--- src/pfp_defs.svh ---
`ifndef PFP_DEFS_SVH
`define PFP_DEFS_SVH

// Register bus geometry
`define PFP_ADDR_W        4
`define PFP_DATA_W        32

// Register byte addresses
`define PFP_ADDR_CTRL     4'h0
`define PFP_ADDR_STATUS   4'h4
`define PFP_ADDR_TRY      4'h8
`define PFP_ADDR_FUSE     4'hC

// Control register fields and reset value
`define PFP_CTRL_W        2
`define PFP_CTRL_DET_EN   0
`define PFP_CTRL_BLOW_EN  1
`define PFP_CTRL_RST      2'h3

// Status register field positions
`define PFP_ST_STATE_LSB  0
`define PFP_ST_MODE_LSB   3
`define PFP_ST_PARAM_LSB  5
`define PFP_ST_BIT_LSB    8
`define PFP_ST_LOCK_POS   12

// Parameter keys and per-parameter fuse geometry
`define PFP_NUM_PARAM     4
`define PFP_FUSE_W        9
`define PFP_PARAM_MAX     3'h4
`define PFP_BIT_MAX       4'h8
`define PFP_LOCK_BIT      4'h8
`define PFP_MARGIN_IDX    2'h3
`define PFP_SENS_W        7
`define PFP_QVO_W         7

// Highest code reachable by stepping in try mode, per parameter
`define PFP_TRY_MAX_SENS  9'h07F
`define PFP_TRY_MAX_QVO   9'h03F
`define PFP_TRY_MAX_FACT  9'h07F
`define PFP_TRY_MAX_MARG  9'h1FF

// High pulses needed to leave mode selection, minus one
`define PFP_MODE_EXIT_LAST 1'h1

`endif

--- src/pfp_pkg.sv ---
package pfp_pkg;
    // Programming state, Gray coded along the forward path
    typedef enum logic [2:0] {
        PFP_ST_INIT  = 3'h0,
        PFP_ST_MODE  = 3'h1,
        PFP_ST_PARAM = 3'h3,
        PFP_ST_ADDR  = 3'h2,
        PFP_ST_BLOW  = 3'h6
    } pfp_state_e;

    // Mode key as counted by mid-level pulses
    typedef enum logic [1:0] {
        PFP_MODE_NONE = 2'h0,
        PFP_MODE_BLOW = 2'h1,
        PFP_MODE_TRY  = 2'h2,
        PFP_MODE_READ = 2'h3
    } pfp_mode_e;

    // Fuse word of one parameter register, and the whole fuse array
    typedef logic [8:0]      pfp_word_t;
    typedef logic [3:0][8:0] pfp_fuse_t;
endpackage : pfp_pkg

--- src/pfp_pulse_if.sv ---
interface pfp_pulse_if;
    logic midLevelPulse;   // One-cycle event, mid-level pulse ended
    logic highLevelPulse;  // One-cycle event, high-level pulse ended

    // Detector drives the events
    modport det (output midLevelPulse, output highLevelPulse);
    // Sequencer consumes them
    modport seq (input midLevelPulse, input highLevelPulse);
endinterface : pfp_pulse_if

--- src/pfp_pulse_detect.sv ---
`include "pfp_defs.svh"

module pfp_pulse_detect (
    input  wire logic clk,
    input  wire logic resetn,
    input  wire logic ce,
    input  wire logic enable,
    input  wire logic pinAboveMid,
    input  wire logic pinAboveHigh,
    pfp_pulse_if.det  pulses
);
    logic inPulse;   // Pin above the mid threshold in the previous cycle
    logic sawHigh;   // High threshold crossed during this pulse

    // level classification
    // Track one pulse from rise to fall, remember its peak class
    always_ff @(posedge clk or negedge resetn) begin
        if (!resetn) begin
            inPulse <= 1'b0;
            sawHigh <= 1'b0;
        end else if (ce) begin
            inPulse <= pinAboveMid;
            if (pinAboveMid && !inPulse) begin
                sawHigh <= pinAboveHigh;
            end else if (pinAboveMid) begin
                sawHigh <= sawHigh | pinAboveHigh;
            end
        end
    end

    // single event per pulse
    // Emit exactly one event on the falling edge of the pulse
    always_ff @(posedge clk or negedge resetn) begin
        if (!resetn) begin
            pulses.midLevelPulse  <= 1'b0;
            pulses.highLevelPulse <= 1'b0;
        end else if (ce) begin
            pulses.midLevelPulse  <= enable && inPulse && !pinAboveMid && !sawHigh;
            pulses.highLevelPulse <= enable && inPulse && !pinAboveMid && sawHigh;
        end
    end

    a_pulse_exclusive: assert property (
        @(posedge clk) disable iff (!resetn)
        !(pulses.midLevelPulse && pulses.highLevelPulse))
        else $error("mid and high pulse events at once");
endmodule : pfp_pulse_detect

--- src/pfp_fsm_top.sv ---
`include "pfp_defs.svh"

// Operation
// - Power-up resets logic into Initial state
// - Intact fuse bits read as zero
// - Initial state ignores mid-level pulses
// - One high pulse enters Mode Selection
// - Mid pulses count mode key 1..3
// - Two high pulses latch mode, enter Parameter, or return to Initial with mode key zero
// - Mid pulses count parameter key 1..4
// - One high pulse enters Bit Field Addressing
// - Mid pulses step the addressed bit field
// - Try mode high pulse returns to Parameter
// - Try values held until power cycle or until that parameter is re-addressed in try mode
// - Blow mode leaves addressing only by blow
// - Addressing alone never blows a fuse
// - Blow mode addresses exactly one bit
// - High pulse blows the addressed fuse
// - Lock-all then any blow hits final fuse
// - Sensitivity field seven bits, codes 0..127
// - Read mode shows fuses serially from LSB
module pfp_fsm_top #(
    parameter int NUM_PARAM = `PFP_NUM_PARAM,
    parameter int FUSE_W    = `PFP_FUSE_W
) (
    input  wire logic                       clk,
    input  wire logic                       resetn,
    input  wire logic                       ce,
    input  wire logic                       pinAboveMid,
    input  wire logic                       pinAboveHigh,
    input  wire pfp_pkg::pfp_fuse_t         fuseState,
    input  wire logic                       finalLockFuse,
    input  wire logic [`PFP_ADDR_W-1:0]     regAddr,
    input  wire logic [`PFP_DATA_W-1:0]     regWdata,
    input  wire logic                       regWrite,
    input  wire logic                       regRead,
    output logic [`PFP_DATA_W-1:0]          regRdata,
    output logic [`PFP_SENS_W-1:0]          sensCode,
    output logic [`PFP_QVO_W-1:0]           qvoCode,
    output logic [FUSE_W-1:0]               marginCode,
    output logic                            blowReq,
    output logic [1:0]                      blowParam,
    output logic [3:0]                      blowBit,
    output logic                            blowFinal,
    output logic                            readBit
);
    import pfp_pkg::*;

    pfp_pulse_if pulses ();                 // Pulse events from the detector

    logic [`PFP_CTRL_W-1:0] ctrl;           // Software control bits
    pfp_state_e             state;          // Programming state
    pfp_state_e             next_state;     // Programming state, next
    pfp_mode_e              modeKey;        // Counted mode key
    logic                   highCnt;        // High pulses seen in mode selection
    logic [2:0]             paramKey;       // Counted parameter key, 1..4
    logic [1:0]             paramIdx;       // Zero-based parameter index
    logic [3:0]             bitIdx;         // Addressed bit position
    logic                   midEv;          // Mid-level pulse event
    logic                   highEv;         // High-level pulse event
    logic                   blowOk;         // Fuse blow allowed now
    pfp_word_t              tryVal [NUM_PARAM];  // Try mode values
    pfp_word_t              effVal [NUM_PARAM];  // Fuse value merged with try value
    pfp_word_t              tryMax [NUM_PARAM];  // Try stepping ceilings

    assign midEv    = pulses.midLevelPulse;
    assign highEv   = pulses.highLevelPulse;
    assign paramIdx = 2'(paramKey - 3'h1);
    assign blowOk   = ctrl[`PFP_CTRL_BLOW_EN] && !finalLockFuse;
    assign tryMax[0] = `PFP_TRY_MAX_SENS;
    assign tryMax[1] = `PFP_TRY_MAX_QVO;
    assign tryMax[2] = `PFP_TRY_MAX_FACT;
    assign tryMax[3] = `PFP_TRY_MAX_MARG;

    // Pin level detector, gated by the control register
    pfp_pulse_detect u_detect (
        .clk          (clk),
        .resetn       (resetn),
        .ce           (ce),
        .enable       (ctrl[`PFP_CTRL_DET_EN]),
        .pinAboveMid  (pinAboveMid),
        .pinAboveHigh (pinAboveHigh),
        .pulses       (pulses.det)
    );

    // Next programming state
    always_comb begin
        next_state = state;
        case (state)
            PFP_ST_INIT: begin
                if (highEv) begin
                    next_state = PFP_ST_MODE;
                end
            end
            PFP_ST_MODE: begin
                if (highEv && highCnt == `PFP_MODE_EXIT_LAST) begin
                    next_state = (modeKey == PFP_MODE_NONE) ? PFP_ST_INIT : PFP_ST_PARAM;
                end
            end
            PFP_ST_PARAM: begin
                if (highEv && paramKey != 3'h0) begin
                    next_state = PFP_ST_ADDR;
                end
            end
            // blow mode leaves only by blowing
            PFP_ST_ADDR: begin
                if (highEv && modeKey != PFP_MODE_BLOW) begin
                    next_state = PFP_ST_PARAM;
                end else if (highEv && blowOk) begin
                    next_state = PFP_ST_BLOW;
                end
            end
            // Held until power is cycled
            PFP_ST_BLOW: begin
                next_state = PFP_ST_BLOW;
            end
            default: begin
                next_state = PFP_ST_INIT;
            end
        endcase
    end

    // reset to initial state
    // State register
    always_ff @(posedge clk or negedge resetn) begin
        if (!resetn) begin
            state <= PFP_ST_INIT;
        end else if (ce) begin
            state <= next_state;
        end
    end

    // mode key counting
    // Mode key and high pulse count, cleared on entry
    always_ff @(posedge clk or negedge resetn) begin
        if (!resetn) begin
            modeKey <= PFP_MODE_NONE;
            highCnt <= 1'b0;
        end else if (ce) begin
            if (state == PFP_ST_INIT) begin
                modeKey <= PFP_MODE_NONE;
                highCnt <= 1'b0;
            end else if (state == PFP_ST_MODE) begin
                if (highEv) begin
                    highCnt <= ~highCnt;
                end else if (midEv && modeKey != PFP_MODE_READ) begin
                    modeKey <= pfp_mode_e'(2'(modeKey + 2'h1));
                end
            end
        end
    end

    // parameter key counting
    // Parameter key, cleared whenever selection is entered
    always_ff @(posedge clk or negedge resetn) begin
        if (!resetn) begin
            paramKey <= 3'h0;
        end else if (ce) begin
            if (state != PFP_ST_PARAM && next_state == PFP_ST_PARAM) begin
                paramKey <= 3'h0;
            end else if (state == PFP_ST_PARAM && midEv && paramKey != `PFP_PARAM_MAX) begin
                paramKey <= 3'(paramKey + 3'h1);
            end
        end
    end

    always_ff @(posedge clk or negedge resetn) begin
        if (!resetn) begin
            bitIdx <= 4'h0;
        end else if (ce) begin
            if (state == PFP_ST_PARAM) begin
                bitIdx <= 4'h0;
            end else if (state == PFP_ST_ADDR && midEv && modeKey != PFP_MODE_TRY
                         && bitIdx != `PFP_BIT_MAX) begin
                bitIdx <= 4'(bitIdx + 4'h1);
            end
        end
    end

    // Try values per parameter, merged with the fuse state
    for (genvar g = 0; g < NUM_PARAM; g++) begin : g_param
        always_ff @(posedge clk or negedge resetn) begin
            if (!resetn) begin
                tryVal[g] <= '0;
            end else if (ce && modeKey == PFP_MODE_TRY && paramIdx == 2'(g)) begin
                // Re-addressing restarts that parameter from zero
                if (state == PFP_ST_PARAM && next_state == PFP_ST_ADDR) begin
                    tryVal[g] <= '0;
                end else if (state == PFP_ST_ADDR && midEv && tryVal[g] != tryMax[g]) begin
                    tryVal[g] <= 9'(tryVal[g] + 9'h001);
                end
            end
        end
        assign effVal[g] = fuseState[g] | tryVal[g];
    end

    // seven-bit sensitivity code
    // Parameter outputs toward the analog trim
    always_ff @(posedge clk or negedge resetn) begin
        if (!resetn) begin
            sensCode   <= '0;
            qvoCode    <= '0;
            marginCode <= '0;
        end else if (ce) begin
            sensCode   <= effVal[0][`PFP_SENS_W-1:0];
            qvoCode    <= effVal[1][`PFP_QVO_W-1:0];
            marginCode <= effVal[`PFP_MARGIN_IDX];
        end
    end

    always_ff @(posedge clk or negedge resetn) begin
        if (!resetn) begin
            blowReq   <= 1'b0;
            blowParam <= 2'h0;
            blowBit   <= 4'h0;
            blowFinal <= 1'b0;
        end else if (ce) begin
            blowReq <= 1'b0;
            if (state == PFP_ST_ADDR && next_state == PFP_ST_BLOW) begin
                blowReq   <= 1'b1;
                blowParam <= paramIdx;
                blowBit   <= bitIdx;
                blowFinal <= fuseState[`PFP_MARGIN_IDX][`PFP_LOCK_BIT];
            end
        end
    end

    always_ff @(posedge clk or negedge resetn) begin
        if (!resetn) begin
            readBit <= 1'b0;
        end else if (ce) begin
            readBit <= (state == PFP_ST_ADDR && modeKey == PFP_MODE_READ)
                       && fuseState[paramIdx][bitIdx];
        end
    end

    // Control register write
    always_ff @(posedge clk or negedge resetn) begin
        if (!resetn) begin
            ctrl <= `PFP_CTRL_RST;
        end else if (ce && regWrite && regAddr == `PFP_ADDR_CTRL) begin
            ctrl <= regWdata[`PFP_CTRL_W-1:0];
        end
    end

    // Register read, data valid the cycle after the strobe
    always_ff @(posedge clk or negedge resetn) begin
        if (!resetn) begin
            regRdata <= '0;
        end else if (ce) begin
            regRdata <= '0;
            if (regRead) begin
                case (regAddr)
                    `PFP_ADDR_CTRL: begin
                        regRdata[`PFP_CTRL_W-1:0] <= ctrl;
                    end
                    `PFP_ADDR_STATUS: begin
                        regRdata[`PFP_ST_STATE_LSB +: 3] <= state;
                        regRdata[`PFP_ST_MODE_LSB +: 2]  <= modeKey;
                        regRdata[`PFP_ST_PARAM_LSB +: 3] <= paramKey;
                        regRdata[`PFP_ST_BIT_LSB +: 4]   <= bitIdx;
                        regRdata[`PFP_ST_LOCK_POS]       <= finalLockFuse;
                    end
                    `PFP_ADDR_TRY: begin
                        regRdata[FUSE_W-1:0] <= tryVal[paramIdx];
                    end
                    `PFP_ADDR_FUSE: begin
                        regRdata[FUSE_W-1:0] <= effVal[paramIdx];
                    end
                    default: begin
                        regRdata <= '0;
                    end
                endcase
            end
        end
    end

    a_init_mid_ignored: assert property (
        @(posedge clk) disable iff (!resetn)
        (ce && state == PFP_ST_INIT && midEv && !highEv) |=> (state == PFP_ST_INIT))
        else $error("mid pulse moved the initial state");

    a_init_to_mode: assert property (
        @(posedge clk) disable iff (!resetn)
        (ce && state == PFP_ST_INIT && highEv) |=> (state == PFP_ST_MODE && modeKey == PFP_MODE_NONE))
        else $error("high pulse did not enter mode selection");

    a_mode_two_high: assert property (
        @(posedge clk) disable iff (!resetn)
        (ce && state == PFP_ST_MODE && highEv && !highCnt) |=> (state == PFP_ST_MODE && highCnt))
        else $error("mode selection left after one high pulse");

    a_param_to_addr: assert property (
        @(posedge clk) disable iff (!resetn)
        (ce && state == PFP_ST_PARAM && highEv && paramKey != 3'h0)
        |=> (state == PFP_ST_ADDR && bitIdx == 4'h0))
        else $error("addressing not entered from parameter selection");

    a_try_return: assert property (
        @(posedge clk) disable iff (!resetn)
        (ce && state == PFP_ST_ADDR && highEv && modeKey == PFP_MODE_TRY)
        |=> (state == PFP_ST_PARAM && paramKey == 3'h0))
        else $error("try mode did not return to parameter selection");

    a_blow_held: assert property (
        @(posedge clk) disable iff (!resetn)
        (state == PFP_ST_BLOW) |=> (state == PFP_ST_BLOW) [*2])
        else $error("fuse blowing state left without power cycle");

    a_blow_pulse: assert property (
        @(posedge clk) disable iff (!resetn)
        (ce && state == PFP_ST_ADDR && highEv && modeKey == PFP_MODE_BLOW && blowOk)
        |=> (blowReq && blowBit == $past(bitIdx) && blowParam == $past(paramIdx)) ##1 !blowReq)
        else $error("blow request missing or wrong bit");

    a_one_bit: assert property (
        @(posedge clk) disable iff (!resetn)
        (bitIdx <= `PFP_BIT_MAX))
        else $error("addressed bit out of range");

    a_bit_step: assert property (
        @(posedge clk) disable iff (!resetn)
        (ce && state == PFP_ST_ADDR && midEv && modeKey != PFP_MODE_TRY && bitIdx != `PFP_BIT_MAX)
        |=> (bitIdx == 4'($past(bitIdx) + 4'h1)))
        else $error("bit field did not step by one");

    a_read_serial: assert property (
        @(posedge clk) disable iff (!resetn)
        (ce && state == PFP_ST_ADDR && modeKey == PFP_MODE_READ)
        |=> (readBit == $past(fuseState[paramIdx][bitIdx])))
        else $error("read bit does not match fuse state");

    a_no_blow_addr: assert property (
        @(posedge clk) disable iff (!resetn)
        blowReq |-> (state == PFP_ST_BLOW && $past(state) == PFP_ST_ADDR))
        else $error("fuse blown outside a blow sequence");
endmodule : pfp_fsm_top

--- config.mk ---
export PLATFORM = sky130hd
export DESIGN_NAME = pfp_fsm_top
export DESIGN_NICKNAME = d
export VERILOG_FILES = /design/src/pfp_pkg.sv /design/src/pfp_pulse_if.sv /design/src/pfp_pulse_detect.sv /design/src/pfp_fsm_top.sv
export VERILOG_INCLUDE_DIRS = /design/src
export SDC_FILE = /design/constraint.sdc
export NUM_CORES = 1
export LEC_CHECK = 0
export ABC_CLOCK_PERIOD_IN_PS = 3700
export BUFFER_PORTS_ARGS = -buffer_cell sky130_fd_sc_hd__buf_4
export CAP_MARGIN = 20
export CELL_PAD_IN_SITES_DETAIL_PLACEMENT = 0
export CELL_PAD_IN_SITES_GLOBAL_PLACEMENT = 1
export CORE_AREA = 8 8 140 142
export DETAILED_ROUTE_END_ITERATION = 7
export DIE_AREA = 0 0 148 150
export PLACE_DENSITY = 0.69
export SYNTH_ARGS = -nofsm -noshare
export SYNTH_HDL_FRONTEND = slang
export SYNTH_SLANG_ARGS = --single-unit
--- constraint.sdc ---
create_clock -name clk -period 3.7 [get_ports clk]
set_input_delay 0.925 -clock clk [delete_from_list [all_inputs] [get_ports clk]]
set_output_delay 0.925 -clock clk [all_outputs]
set_load 0.05 [all_outputs]
==> Word level (Yosys, flattened, before mapping) <==
Index checks and enable logic that the tools add are counted.
{ "word_totals": {"register_bits": 119, "input_bits": 80, "output_inout_bits": 64, "word_cells": 171} }
{ "op_classes": {"n_addsub": 8, "order_cmp": 3, "eq_ne": 26, "n_mux": 43, "bitwise": 7, "n_reduce_logical": 61} }
{ "ops": {"columns": ["operator", "count"], "rows": [
  ["2-to-1 mux 9 bit", 13],
  ["binary-select mux 9 bit (select 2 bit)", 3],
  ["adder 9 x 1 -> 9 bit, second input constant", 4],
  ["OR 9 bit", 4],
  ["logical AND 1 bit", 32],
  ["2-to-1 mux 3 bit", 7],
  ["case mux 7 bit (3 select lines)", 1],
  ["nonzero test 2 bit", 10],
  ["inequality test 9 x 7 -> 1 bit, second input constant", 2],
  ["AND reduction 2 bit", 8],
  ["case mux 3 bit (5 select lines)", 1],
  ["2-to-1 mux 13 bit", 1],
  ["== test 3 x 2 -> 1 bit, second input constant", 4],
  ["2-to-1 mux 4 bit", 3],
  ["2-to-1 mux 2 bit", 5],
  ["inequality test 9 x 6 -> 1 bit, second input constant", 1],
  ["inequality test 9 bit, second input constant", 1],
  ["== test 2 bit, second input constant", 4],
  ["== test 4 bit, second input constant", 2],
  ["case mux 2 bit (4 select lines)", 1],
  ["2-to-1 mux 1 bit", 7],
  ["== test 3 bit, second input constant", 2],
  ["inequality test 2 bit, second input constant", 3],
  ["less-than comparator 4 x 5 -> 1 bit, second input constant", 1],
  ["other kinds (24)", 28]
]} }

==> Logic depth before layout (Yosys ltp) <==
Gate-level depths: netlist of run 1.
{ "logic_depth": {"word_depth": 10, "mapped_depth": 12, "mapped_depth_nobuf": 9} }

==> Hierarchy <==
A second synthesis of run 1 with hierarchy kept.
{ "hier_totals": {"cells_unflattened": 650, "area_unflattened_um2": 5955.7} }
{ "by_module_without_submodules": {"columns": ["mod", "n_inst", "cells_each", "area_each_um2", "seq_area_each_um2"], "rows": [
  ["pfp_fsm_top", 1, 636, 5789.3, 2404.8],
  ["pfp_pulse_detect", 1, 14, 166.4, 100.1]
]} }

==> Least setup slack after synthesis of run 1 <==
Ideal clock, no wire load.
{ "synth_timing": {"kind": "flip-flop to flip-flop", "start": "reg paramKey[0]", "end": "reg regRdata[5]", "setup_time_ns": 0.123, "arrival_time_ns": 2.607, "required_time_ns": 3.577, "slack_ns": 0.970, "path_stages_with_launch": 12, "n_path_buf": 5, "period_less_slack_ns": 2.730, "path_cell_list": "dfrtp_1 -> buf_6 -> buf_2 -> buf_2 -> inv_1 -> ha_1 -> buf_2 -> clkbuf_1 -> mux4_2 -> a22o_1 -> a2bb2oi_1 -> o2bb2ai_1"} }
{ "synth_between": {"elab_chain_len": 7, "word_cells_on_any_way": 10, "classes_between": "add/sub (1); mux (8); bitwise (1)"} }
{ "synth_rtl": {"columns": ["item", "line", "rtl"], "rows": [
  ["start, declared", "pfp_fsm_top.sv:56", "logic [2:0] paramKey;"],
  ["start signal, assigned", "pfp_fsm_top.sv:162", "paramKey <= 3'(paramKey + 3'h1);"],
  ["subtractor 2 x 1 -> 2 bit *", "pfp_fsm_top.sv:68", "assign paramIdx = 2'(paramKey - 3'h1);"],
  ["named net paramIdx[0]", "pfp_fsm_top.sv:57", "logic [1:0] paramIdx;"],
  ["NOT 2 -> 3 bit (not written as such) *", "pfp_fsm_top.sv:265, pfp_fsm_top.sv:268", null],
  ["binary-select mux 9 bit (select 2 bit) (on tied branches)", "pfp_fsm_top.sv:268, pfp_fsm_top.sv:265", null],
  ["2-to-1 mux 9 bit (on tied branches) (2 in a row)", "pfp_fsm_top.sv:268, pfp_fsm_top.sv:265", null],
  ["case mux 7 bit (3 select lines) *", "pfp_fsm_top.sv:253", "case (regAddr)"],
  ["2-to-1 mux 13 bit *", "pfp_fsm_top.sv:252", "if (regRead) begin"],
  ["end signal, assigned by index", "pfp_fsm_top.sv:255", "regRdata[`PFP_CTRL_W-1:0] <= ctrl;"],
  ["end signal, assigned by index", "pfp_fsm_top.sv:258", "regRdata[`PFP_ST_STATE_LSB +: 3] <= state;"],
  ["end signal, assigned by index", "pfp_fsm_top.sv:268", "regRdata[FUSE_W-1:0] <= effVal[paramIdx];"],
  ["end, declared", "pfp_fsm_top.sv:37", "output logic [`PFP_DATA_W-1:0] regRdata,"]
]} }
Mark *: on every way through the listed nets, which the timed path passes. The rest lies on a longest branch. The select of a mux whose other input is x is not followed.
A chain may end at the register's enable or synchronous reset.

==> Final worst setup path of run 1 <==
{ "layout_timing": {"start": "reg paramKey[1]", "end": "reg readBit"} }
{ "layout_between": {"elab_chain_len": 6} }
{ "layout_rtl": {"columns": ["item", "line", "rtl"], "rows": [
  ["subtractor 2 x 1 -> 2 bit", "pfp_fsm_top.sv:68", null],
  ["binary-select mux 9 bit (select 2 bit)", "pfp_fsm_top.sv:233", "&& fuseState[paramIdx][bitIdx];"],
  ["2-to-1 mux 9 bit (not written as such)", "pfp_fsm_top.sv:233", null],
  ["binary-select mux 1 bit (select 4 bit)", "pfp_fsm_top.sv:233", null],
  ["2-to-1 mux 1 bit (not written as such)", "pfp_fsm_top.sv:233", null],
  ["logical AND 1 bit", "pfp_fsm_top.sv:233", null],
  ["end signal, assigned", "pfp_fsm_top.sv:232", "readBit <= (state == PFP_ST_ADDR && modeKey == PFP_MODE_READ)"],
  ["end, declared", "pfp_fsm_top.sv:45", "output logic readBit"]
]} }
No other way between the ends. The select of a mux whose other input is x is not followed.

==> results.md, run 1 <==
* Synth Register Bits at 100
* Clock tree buffer depth at 2
* GR Overflow Total at 0
* Number of global-route vias before repair at 5,118
* Initial antenna violation count at 0
* Worst Hold Launch: blowParam[1]
* Switching Fraction at 34.73%
* Root Driver: clkbuf_16
* DR iter-0 viols at 313
* Clock share of power at 31.8%
* Asr flop ratio synth at 100.0%
* TritonCTS buffer count at 9
* CTS hold repair buffers at 0
* Clk slew on worst S/H paths at 0.07 ns
* Ratio of cells with drive above 1 in the final layout at 20.46%
* Pint at 2154 uW
* Leak at 0.003166 uW
* CTS tree: done
* DP HPWL at 14,220 um
* Most used DFF post-synth: dfrtp_1
* Final WL at 18,950 um
* Worst-Skew Late Latency at 0.35 ns
* Clock Sinks at 100
* DR DRC count at 0
* Setup crit start kind: flop
* CTS H-tree depth at 3
* Largest net degree at the start of global routing at 101
* Resized Gates After CTS at 0
* Mapped Cells at 620
* Comb pwr share at 30.3%
* Die Area at 22,200 um^2
* WP data arrival at 2.92 ns
* Starting Density at 33.94%
* Setup TNS at 0 ns
* Hold Violations, Final at 0
* Max Freq at 370.4 MHz
* # IOs at 144
* Pwr dens at 465.8 nW/um^2
* Die width at 148 um
* Worst-path fanout max at 15
* Critical Path End Type: flop
* Sequential share of the synthesized area at 42.09%
* Mapped Avg Cell Area at 9.600 um^2
* Worst relative slew slack at 41.24%
* Maxcap violations at 0
* Die H at 150 um
* Input/output buffers at 94
* Post-route minimum period at 2.700 ns
* Top cell type's share of synthesized area at 41.20%
* RSZ-0062 raised after global routing: no
* # setup viols final at 0
* Period utilization at 72.96%
* Switch Pwr at 1146 uW
* Final nets at 790
* Buffer count from post-CTS setup fixing at 0
* Synth warnings at 0
* Hold Crit Class: reg2reg
* Clock Skew at 0.008114 ns
* Core area at 17,530 um^2
* Antenna viol nets, final at 0
* Reg2reg start: paramKey[1]
* Worst Max-Slew Pin Slew at 0.8733 ns
* Run status: finished clean
* Row count at 49
* Layout area overhead at 19.02%
* Synth Cell Area at 5952 um^2
* N_diodes at 0
* Worst hold slack at 0.4900 ns
* Number of synthesized flops with an enable pin at 0
* RePlAce Congestion at 0.8572
* Post-DR vias/cell at 5.560
* Wire length of the first global-routing pass at 29,580 um
* First-pass iteration count of the detailed router at 4
* Flop pwr share at 37.9%
* Yosys top cell by area: dfrtp_1
* Setup crit start: paramKey[1]
* Synth top area cells: dfrtp_1 41%, nor2_1 5.4%, mux4_1 4.4%
* Worst setup path class: reg2reg
* GR Util All Layers at 17.09%
* Critical Path RT at 3.92 ns
* VDD IR max at 0.3073 mV
* Routed vias at 5,160
* Max Slew Vio Count at 0
* Synth cell types at 69
* Avg WL per Cell at 20.42 um
registers in the layout, summed over array words and instances, names as in the netlist, 2 cells and up:
name,flops
tryVal,36
blowBit,4
ctrl,2
blowParam,2
state,3
regRdata,13
paramKey,3
modeKey,2
qvoCode,7
bitIdx,4
marginCode,9
sensCode,7
critical path, stage by stage (launching register included):
cell      delay (ns)
dfrtp_1         0.47
inv_1           0.10
ha_1            0.74
buf_4           0.34
mux4_1          0.34
nor2_1          0.14
nor2_1          0.10
o31ai_1         0.20
o221ai_1        0.13
layout by cell type (no fill, tap or decap), drive strengths merged, types with 3 or more instances in the layout:
cell     Yosys  final
mux2i       10     10
xor2         3      3
conb         1     19
o211ai       4      4
dfrtp       98     98
nand4b       3      3
a22o        13     13
o31ai        5      5
nor3b        3      3
a21oi       47     47
a31oi        6      6
and3         8      8
nand3       26     26
nor3         7      7
mux4        19     19
a21o         3      3
or3          3      3
a211oi       5      5
o2bb2ai      7      7
o41ai        4      4
clkbuf      18     10
nor2        86     86
nand4        9      9
o311ai       3      3
a41oi        3      3
nor2b        5      5
clkinv       2      6
nand3b       5      5
a311oi       3      3
inv         16     16
ha          16     16
o21ai       46     46
nand2       50     50
mux2         8      8
buf         36     99
metal layers:
layer	share of wire, %	up-vias	wire [um]	track usage [%]
met5	0	-	0	0
met2	50	145	9454	28.54
met4	1.0	0	195	3.927
met3	5.0	12	953	3.750
li1	-	2408	-	-
met1	44	2595	8346	22.16
metrics by stage:
stage	util, %	power [uW]	instance area (um^2)	instances	setup slack, ns
2_1_floorplan	-	1971	6020	638	0.9703
3_3_place_gp	38.54	2257	6758	912	0.9042
3_5_place_dp	38.54	2270	6758	912	0.9031
4_1_cts	40.40	3332	7084	928	0.9893
5_1_grt	40.40	3454	7084	928	0.7943
6_report	40.40	3300	7084	928	1.000
power groups by stage:
stage | clock (uW) | sequential [uW] | combinational (uW)
2_1_floorplan | 0 | 1330 | 646
3_3_place_gp | 0 | 1270 | 989
3_5_place_dp | 0 | 1270 | 999
4_1_cts | 1080 | 1250 | 1010
5_1_grt | 1120 | 1260 | 1070
6_report | 1050 | 1250 | 1000
final cells by class:
| type | instances | area (um^2) |
|---|---|---|
| flip-flops and latches | 100 | 2506 |
| multi-input cells | 466 | 3142 |
| fillers | 1821 | 10450 |
| well taps | 229 | 286.5 |
| inverters | 18 | 67.56 |
| repair buffers | 99 | 755.7 |
| clock buffers | 10 | 239.0 |
| clock inverters | 6 | 87.58 |
logic make-up (layout without fill, tap and decap cells):
| group | Yosys count | in the layout | share of synthesized area, % |
|---|---|---|---|
| AOI/OAI and AO/OA | 169 | 169 | 18.81 |
| xor gates and xnor gates | 4 | 4 | 0.5887 |
| adders and majority gates | 16 | 16 | 3.363 |
| buffers and inverters | 72 | 133 | 6.370 |
| DFF | 100 | 100 | 42.09 |
| muxes | 37 | 37 | 11.02 |
| other | 1 | 19 | 0.06300 |
| and+or+nand+nor | 221 | 221 | 17.70 |
worst paths after layout:
| path | to | slack (ns) | cells after the start |
|---|---|---|---|
| max | readBit | 1.00 | 8 |
| min | blowParam[1] | 0.49 | 2 |
| max reg2reg | readBit | 1.00 | 8 |
| min reg2reg | blowParam[1] | 0.49 | 2 |
| max in group asynchronous | state[2] | 2.60 | 2 |
| min in group asynchronous | bitIdx[1] | 0.62 | 2 |
cell usage after synthesis (all sizes together), types with 3 or more instances:
| master | count |
|---|---|
| nand2 | 50 |
| a211oi | 5 |
| a41oi | 3 |
| and3 | 8 |
| nand3 | 26 |
| ha | 16 |
| nand4 | 9 |
| a22o | 13 |
| mux2 | 8 |
| nor3b | 3 |
| a31oi | 6 |
| a21o | 3 |
| mux2i | 10 |
| o31ai | 5 |
| o41ai | 4 |
| nor2b | 5 |
| o311ai | 3 |
| nand3b | 5 |
| o2bb2ai | 7 |
| or3 | 3 |
| clkbuf | 18 |
| dfrtp | 98 |
| buf | 36 |
| nand4b | 3 |
| inv | 16 |
| xor2 | 3 |
| nor2 | 86 |
| a311oi | 3 |
| nor3 | 7 |
| o211ai | 4 |
| mux4 | 19 |
| o21ai | 46 |
| a21oi | 47 |
Power figures use the tool's default switching activity.
==> run 2: changes to the inputs <==
ABC_AREA = 1   (was not set)
ABC_CLOCK_PERIOD_IN_PS = 2600   (was 3700)
CORE_AREA = 8 8 143 145   (was 8 8 140 142)
DIE_AREA = 0 0 151 153   (was 0 0 148 150)
PLACE_DENSITY = 0.72   (was 0.69)
clock period = 2.6 ns   (was 3.7 ns; I/O delays follow)
==> run 2 against run 1 <==
First-iteration DRC count grew 33%; worst setup slack lost 0.59 ns; flip-flop and latch count is the same; sequential share of layout area shrank 1.9 points; critical path depth grew 2; clock power grew 44%; critical endpoint is now tryVal[8]; largest cell class unchanged.
==> results.md, run 2 <==
* Top cell type's share of synthesized area at 39.41%
* Period utilization at 84.32%
* Resized Gates After CTS at 0
* Synth warnings at 0
* Post-route minimum period at 2.192 ns
* TritonCTS buffer count at 9
* Final WL at 20,680 um
* Die H at 153 um
* Antenna viol nets, final at 0
* WP data arrival at 2.49 ns
* Worst setup path class: reg2reg
* Routed vias at 5,948
* DP HPWL at 15,560 um
* Met2 GRT Util at 28.39%
* Synth Register Bits at 100
* Worst hold slack at 0.2885 ns
* Synth cell types at 43
* Max Slew Vio Count at 0
* Avg WL per Cell at 17.59 um
* Ratio of cells with drive above 1 in the final layout at 16.67%
* Yosys top cell by area: dfrtp_1
* RePlAce Congestion at 0.8683
* Grt met3 use at 2.834%
* Clock share of power at 27.4%
* M1 GR Usage at 24.53%
* CTS H-tree depth at 3
* Crit path top cell by count: nand2_1
* Worst-Skew Late Latency at 0.36 ns
* Switch Pwr at 2320 uW
* Critical Path RT at 2.90 ns
* GR Util All Layers at 18.04%
* Max Freq at 456.2 MHz
* Mapped Cells at 848
* Leak at 0.003930 uW
* Reg with most FFs: tryVal
* Largest net degree at the start of global routing at 54
* Most common cell after layout, fill and taps aside: nand2_1
* Post-DR vias/cell at 5.058
* Row count at 50
* Clk slew on worst S/H paths at 0.07 ns
* Synth Cell Area at 6222 um^2
* Worst Max-Slew Pin Slew at 0.5908 ns
* Maxcap violations at 0
* Core area at 18,270 um^2
* Buffer count from post-CTS setup fixing at 0
* Worst-path fanout max at 10
* CTS hold repair buffers at 0
* CTS tree: done
* VDD IR max at 0.3626 mV
* Final nets at 1,033
* Final Non-Filler Cells at 1,176
* GR Overflow Total at 0
* Starting Density at 34.06%
* Pint at 3197 uW
* Final Power at 5518 uW
* First-pass iteration count of the detailed router at 5
* Root Driver: clkbuf_16
* Run status: finished clean
* Crit-path cells: ha_1 -> nand2_1 -> inv_1 -> nand4_1 -> nor3_1 -> ha_1 -> nor2_4 -> o21ai_2 -> nand2_1 -> nand2_1
* Wire length of the first global-routing pass at 32,440 um
* Slowest CP cell: dfrtp_1
* Initial antenna violation count at 0
* Die width at 151 um
* Hold Violations, Final at 0
* Clock tree buffer depth at 2
* N_diodes at 0
* # setup viols final at 0
* Critical Path End Type: flop
* Mapped Avg Cell Area at 7.338 um^2
* Flop pwr share at 33.1%
* Asr flop ratio synth at 100.0%
* Switching Fraction at 42.05%
* Hold Crit Class: in2async
* Comb pwr share at 39.5%
* Synth top area cells: dfrtp_1 39%, nand2_1 15%, o21ai_0 5.2%
* Setup TNS at 0 ns
* Worst relative slew slack at 60.25%
* Layout area overhead at 20.29%
* Max stage delay on crit path at 0.47 ns
* Clock Skew at 0.007683 ns
* Largest register FFs at 36
* RSZ-0062 raised after global routing: no
* DR DRC count at 0
* Pwr dens at 737.2 nW/um^2
* Setup crit start kind: flop
* DR iter-0 viols at 417
* Leading cell type by number of instances after synthesis: nand2_1
* Filler cells at 1,968
* Number of global-route vias before repair at 5,802
* Input/output buffers at 94
* Commonest non-fill, non-tap cells in the layout: 250 x nand2_1, 110 x buf_4, 98 x dfrtp_1
* Placed instance count at 1,160
* GRT Max-Usage Layer: met2
* Commonest cells in the netlist: 250 x nand2_1, 98 x dfrtp_1, 80 x inv_1
* Largest regs: tryVal x36, regRdata x13, marginCode x9
* Sequential share of the synthesized area at 40.26%
* Die Area at 23,100 um^2
* # IOs at 144
* Most used DFF post-synth: dfrtp_1
* Clock Sinks at 100
* Number of synthesized flops with an enable pin at 0
-- run 2: layout make-up --
class,count,area [um^2],area share (%)
Timing Repair Buffer,112,865.8,11.57
Multi-Input combinational cell,627,3162,42.24
Clock inverter,6,86.33,1.153
Inverter,87,334.1,4.463
Clock buffer,10,239.0,3.193
Sequential cell,100,2505,33.47
Tap cell,234,292.8,3.912
-- run 2: metal layers --
metal	vias to the layer above	wire [um]
met4	0	438
met3	28	1179
met5	-	0
li1	2929	-
met1	2818	9422
met2	173	9640
-- run 2: worst paths after layout --
check | start | end | slack, ns | cells past startpoint
worst max-delay path | tryVal[1] | tryVal[8] | 0.41 | 10
worst min-delay path | resetn | u_detect.sawHigh | 0.29 | 1
worst max register to register | tryVal[1] | tryVal[8] | 0.41 | 10
worst min register to register | blowReq | blowReq | 0.48 | 2
max in group asynchronous | resetn | sensCode[2] | 1.74 | 2
min in group clk | blowReq | blowReq | 0.48 | 2
-- run 2: cell families (layout without fill, tap and decap cells) --
kind of cell | Yosys count | in the layout | synth area share [%]
simple gates | 433 | 433 | 30.59
xor+xnor | 27 | 27 | 3.801
compound gates | 132 | 132 | 12.07
buf+inv | 139 | 215 | 10.01
fa+ha+maj | 16 | 16 | 3.217
flops | 100 | 100 | 40.26
other cells | 1 | 19 | 0.06027
-- run 2: metrics by stage --
| stage | area, um^2 | setup slack [ns] | util [%] |
|---|---|---|---|
| 3_3_place_gp | 7159 | 0.4317 | 39.19 |
| 4_1_cts | 7485 | 0.3952 | 40.97 |
| 3_5_place_dp | 7159 | 0.4082 | 39.19 |
| 5_1_grt | 7485 | 0.1357 | 40.97 |
| 6_report | 7485 | 0.4078 | 40.97 |
| 2_1_floorplan | 6290 | 0.3221 | - |
-- run 2: worst max-delay path, delay by kind of cell (launching register included) --
family | cells | cell delay (ns)
buffers and inverters | 1 | 0.10
flip-flops | 1 | 0.47
AND/OR/NAND/NOR | 6 | 0.69
adder cells (fa/ha/maj) | 2 | 0.45
AO/OA/AOI/OAI | 1 | 0.41
-- run 2: power by group through the flow --
stage	combinational [uW]	clock [uW]	sequential (uW)
floorplan	1300	0	1980
global placement	2170	0	1850
detailed placement	2160	0	1860
CTS	2170	1540	1830
global route	2430	1610	1850
finish	2180	1510	1830
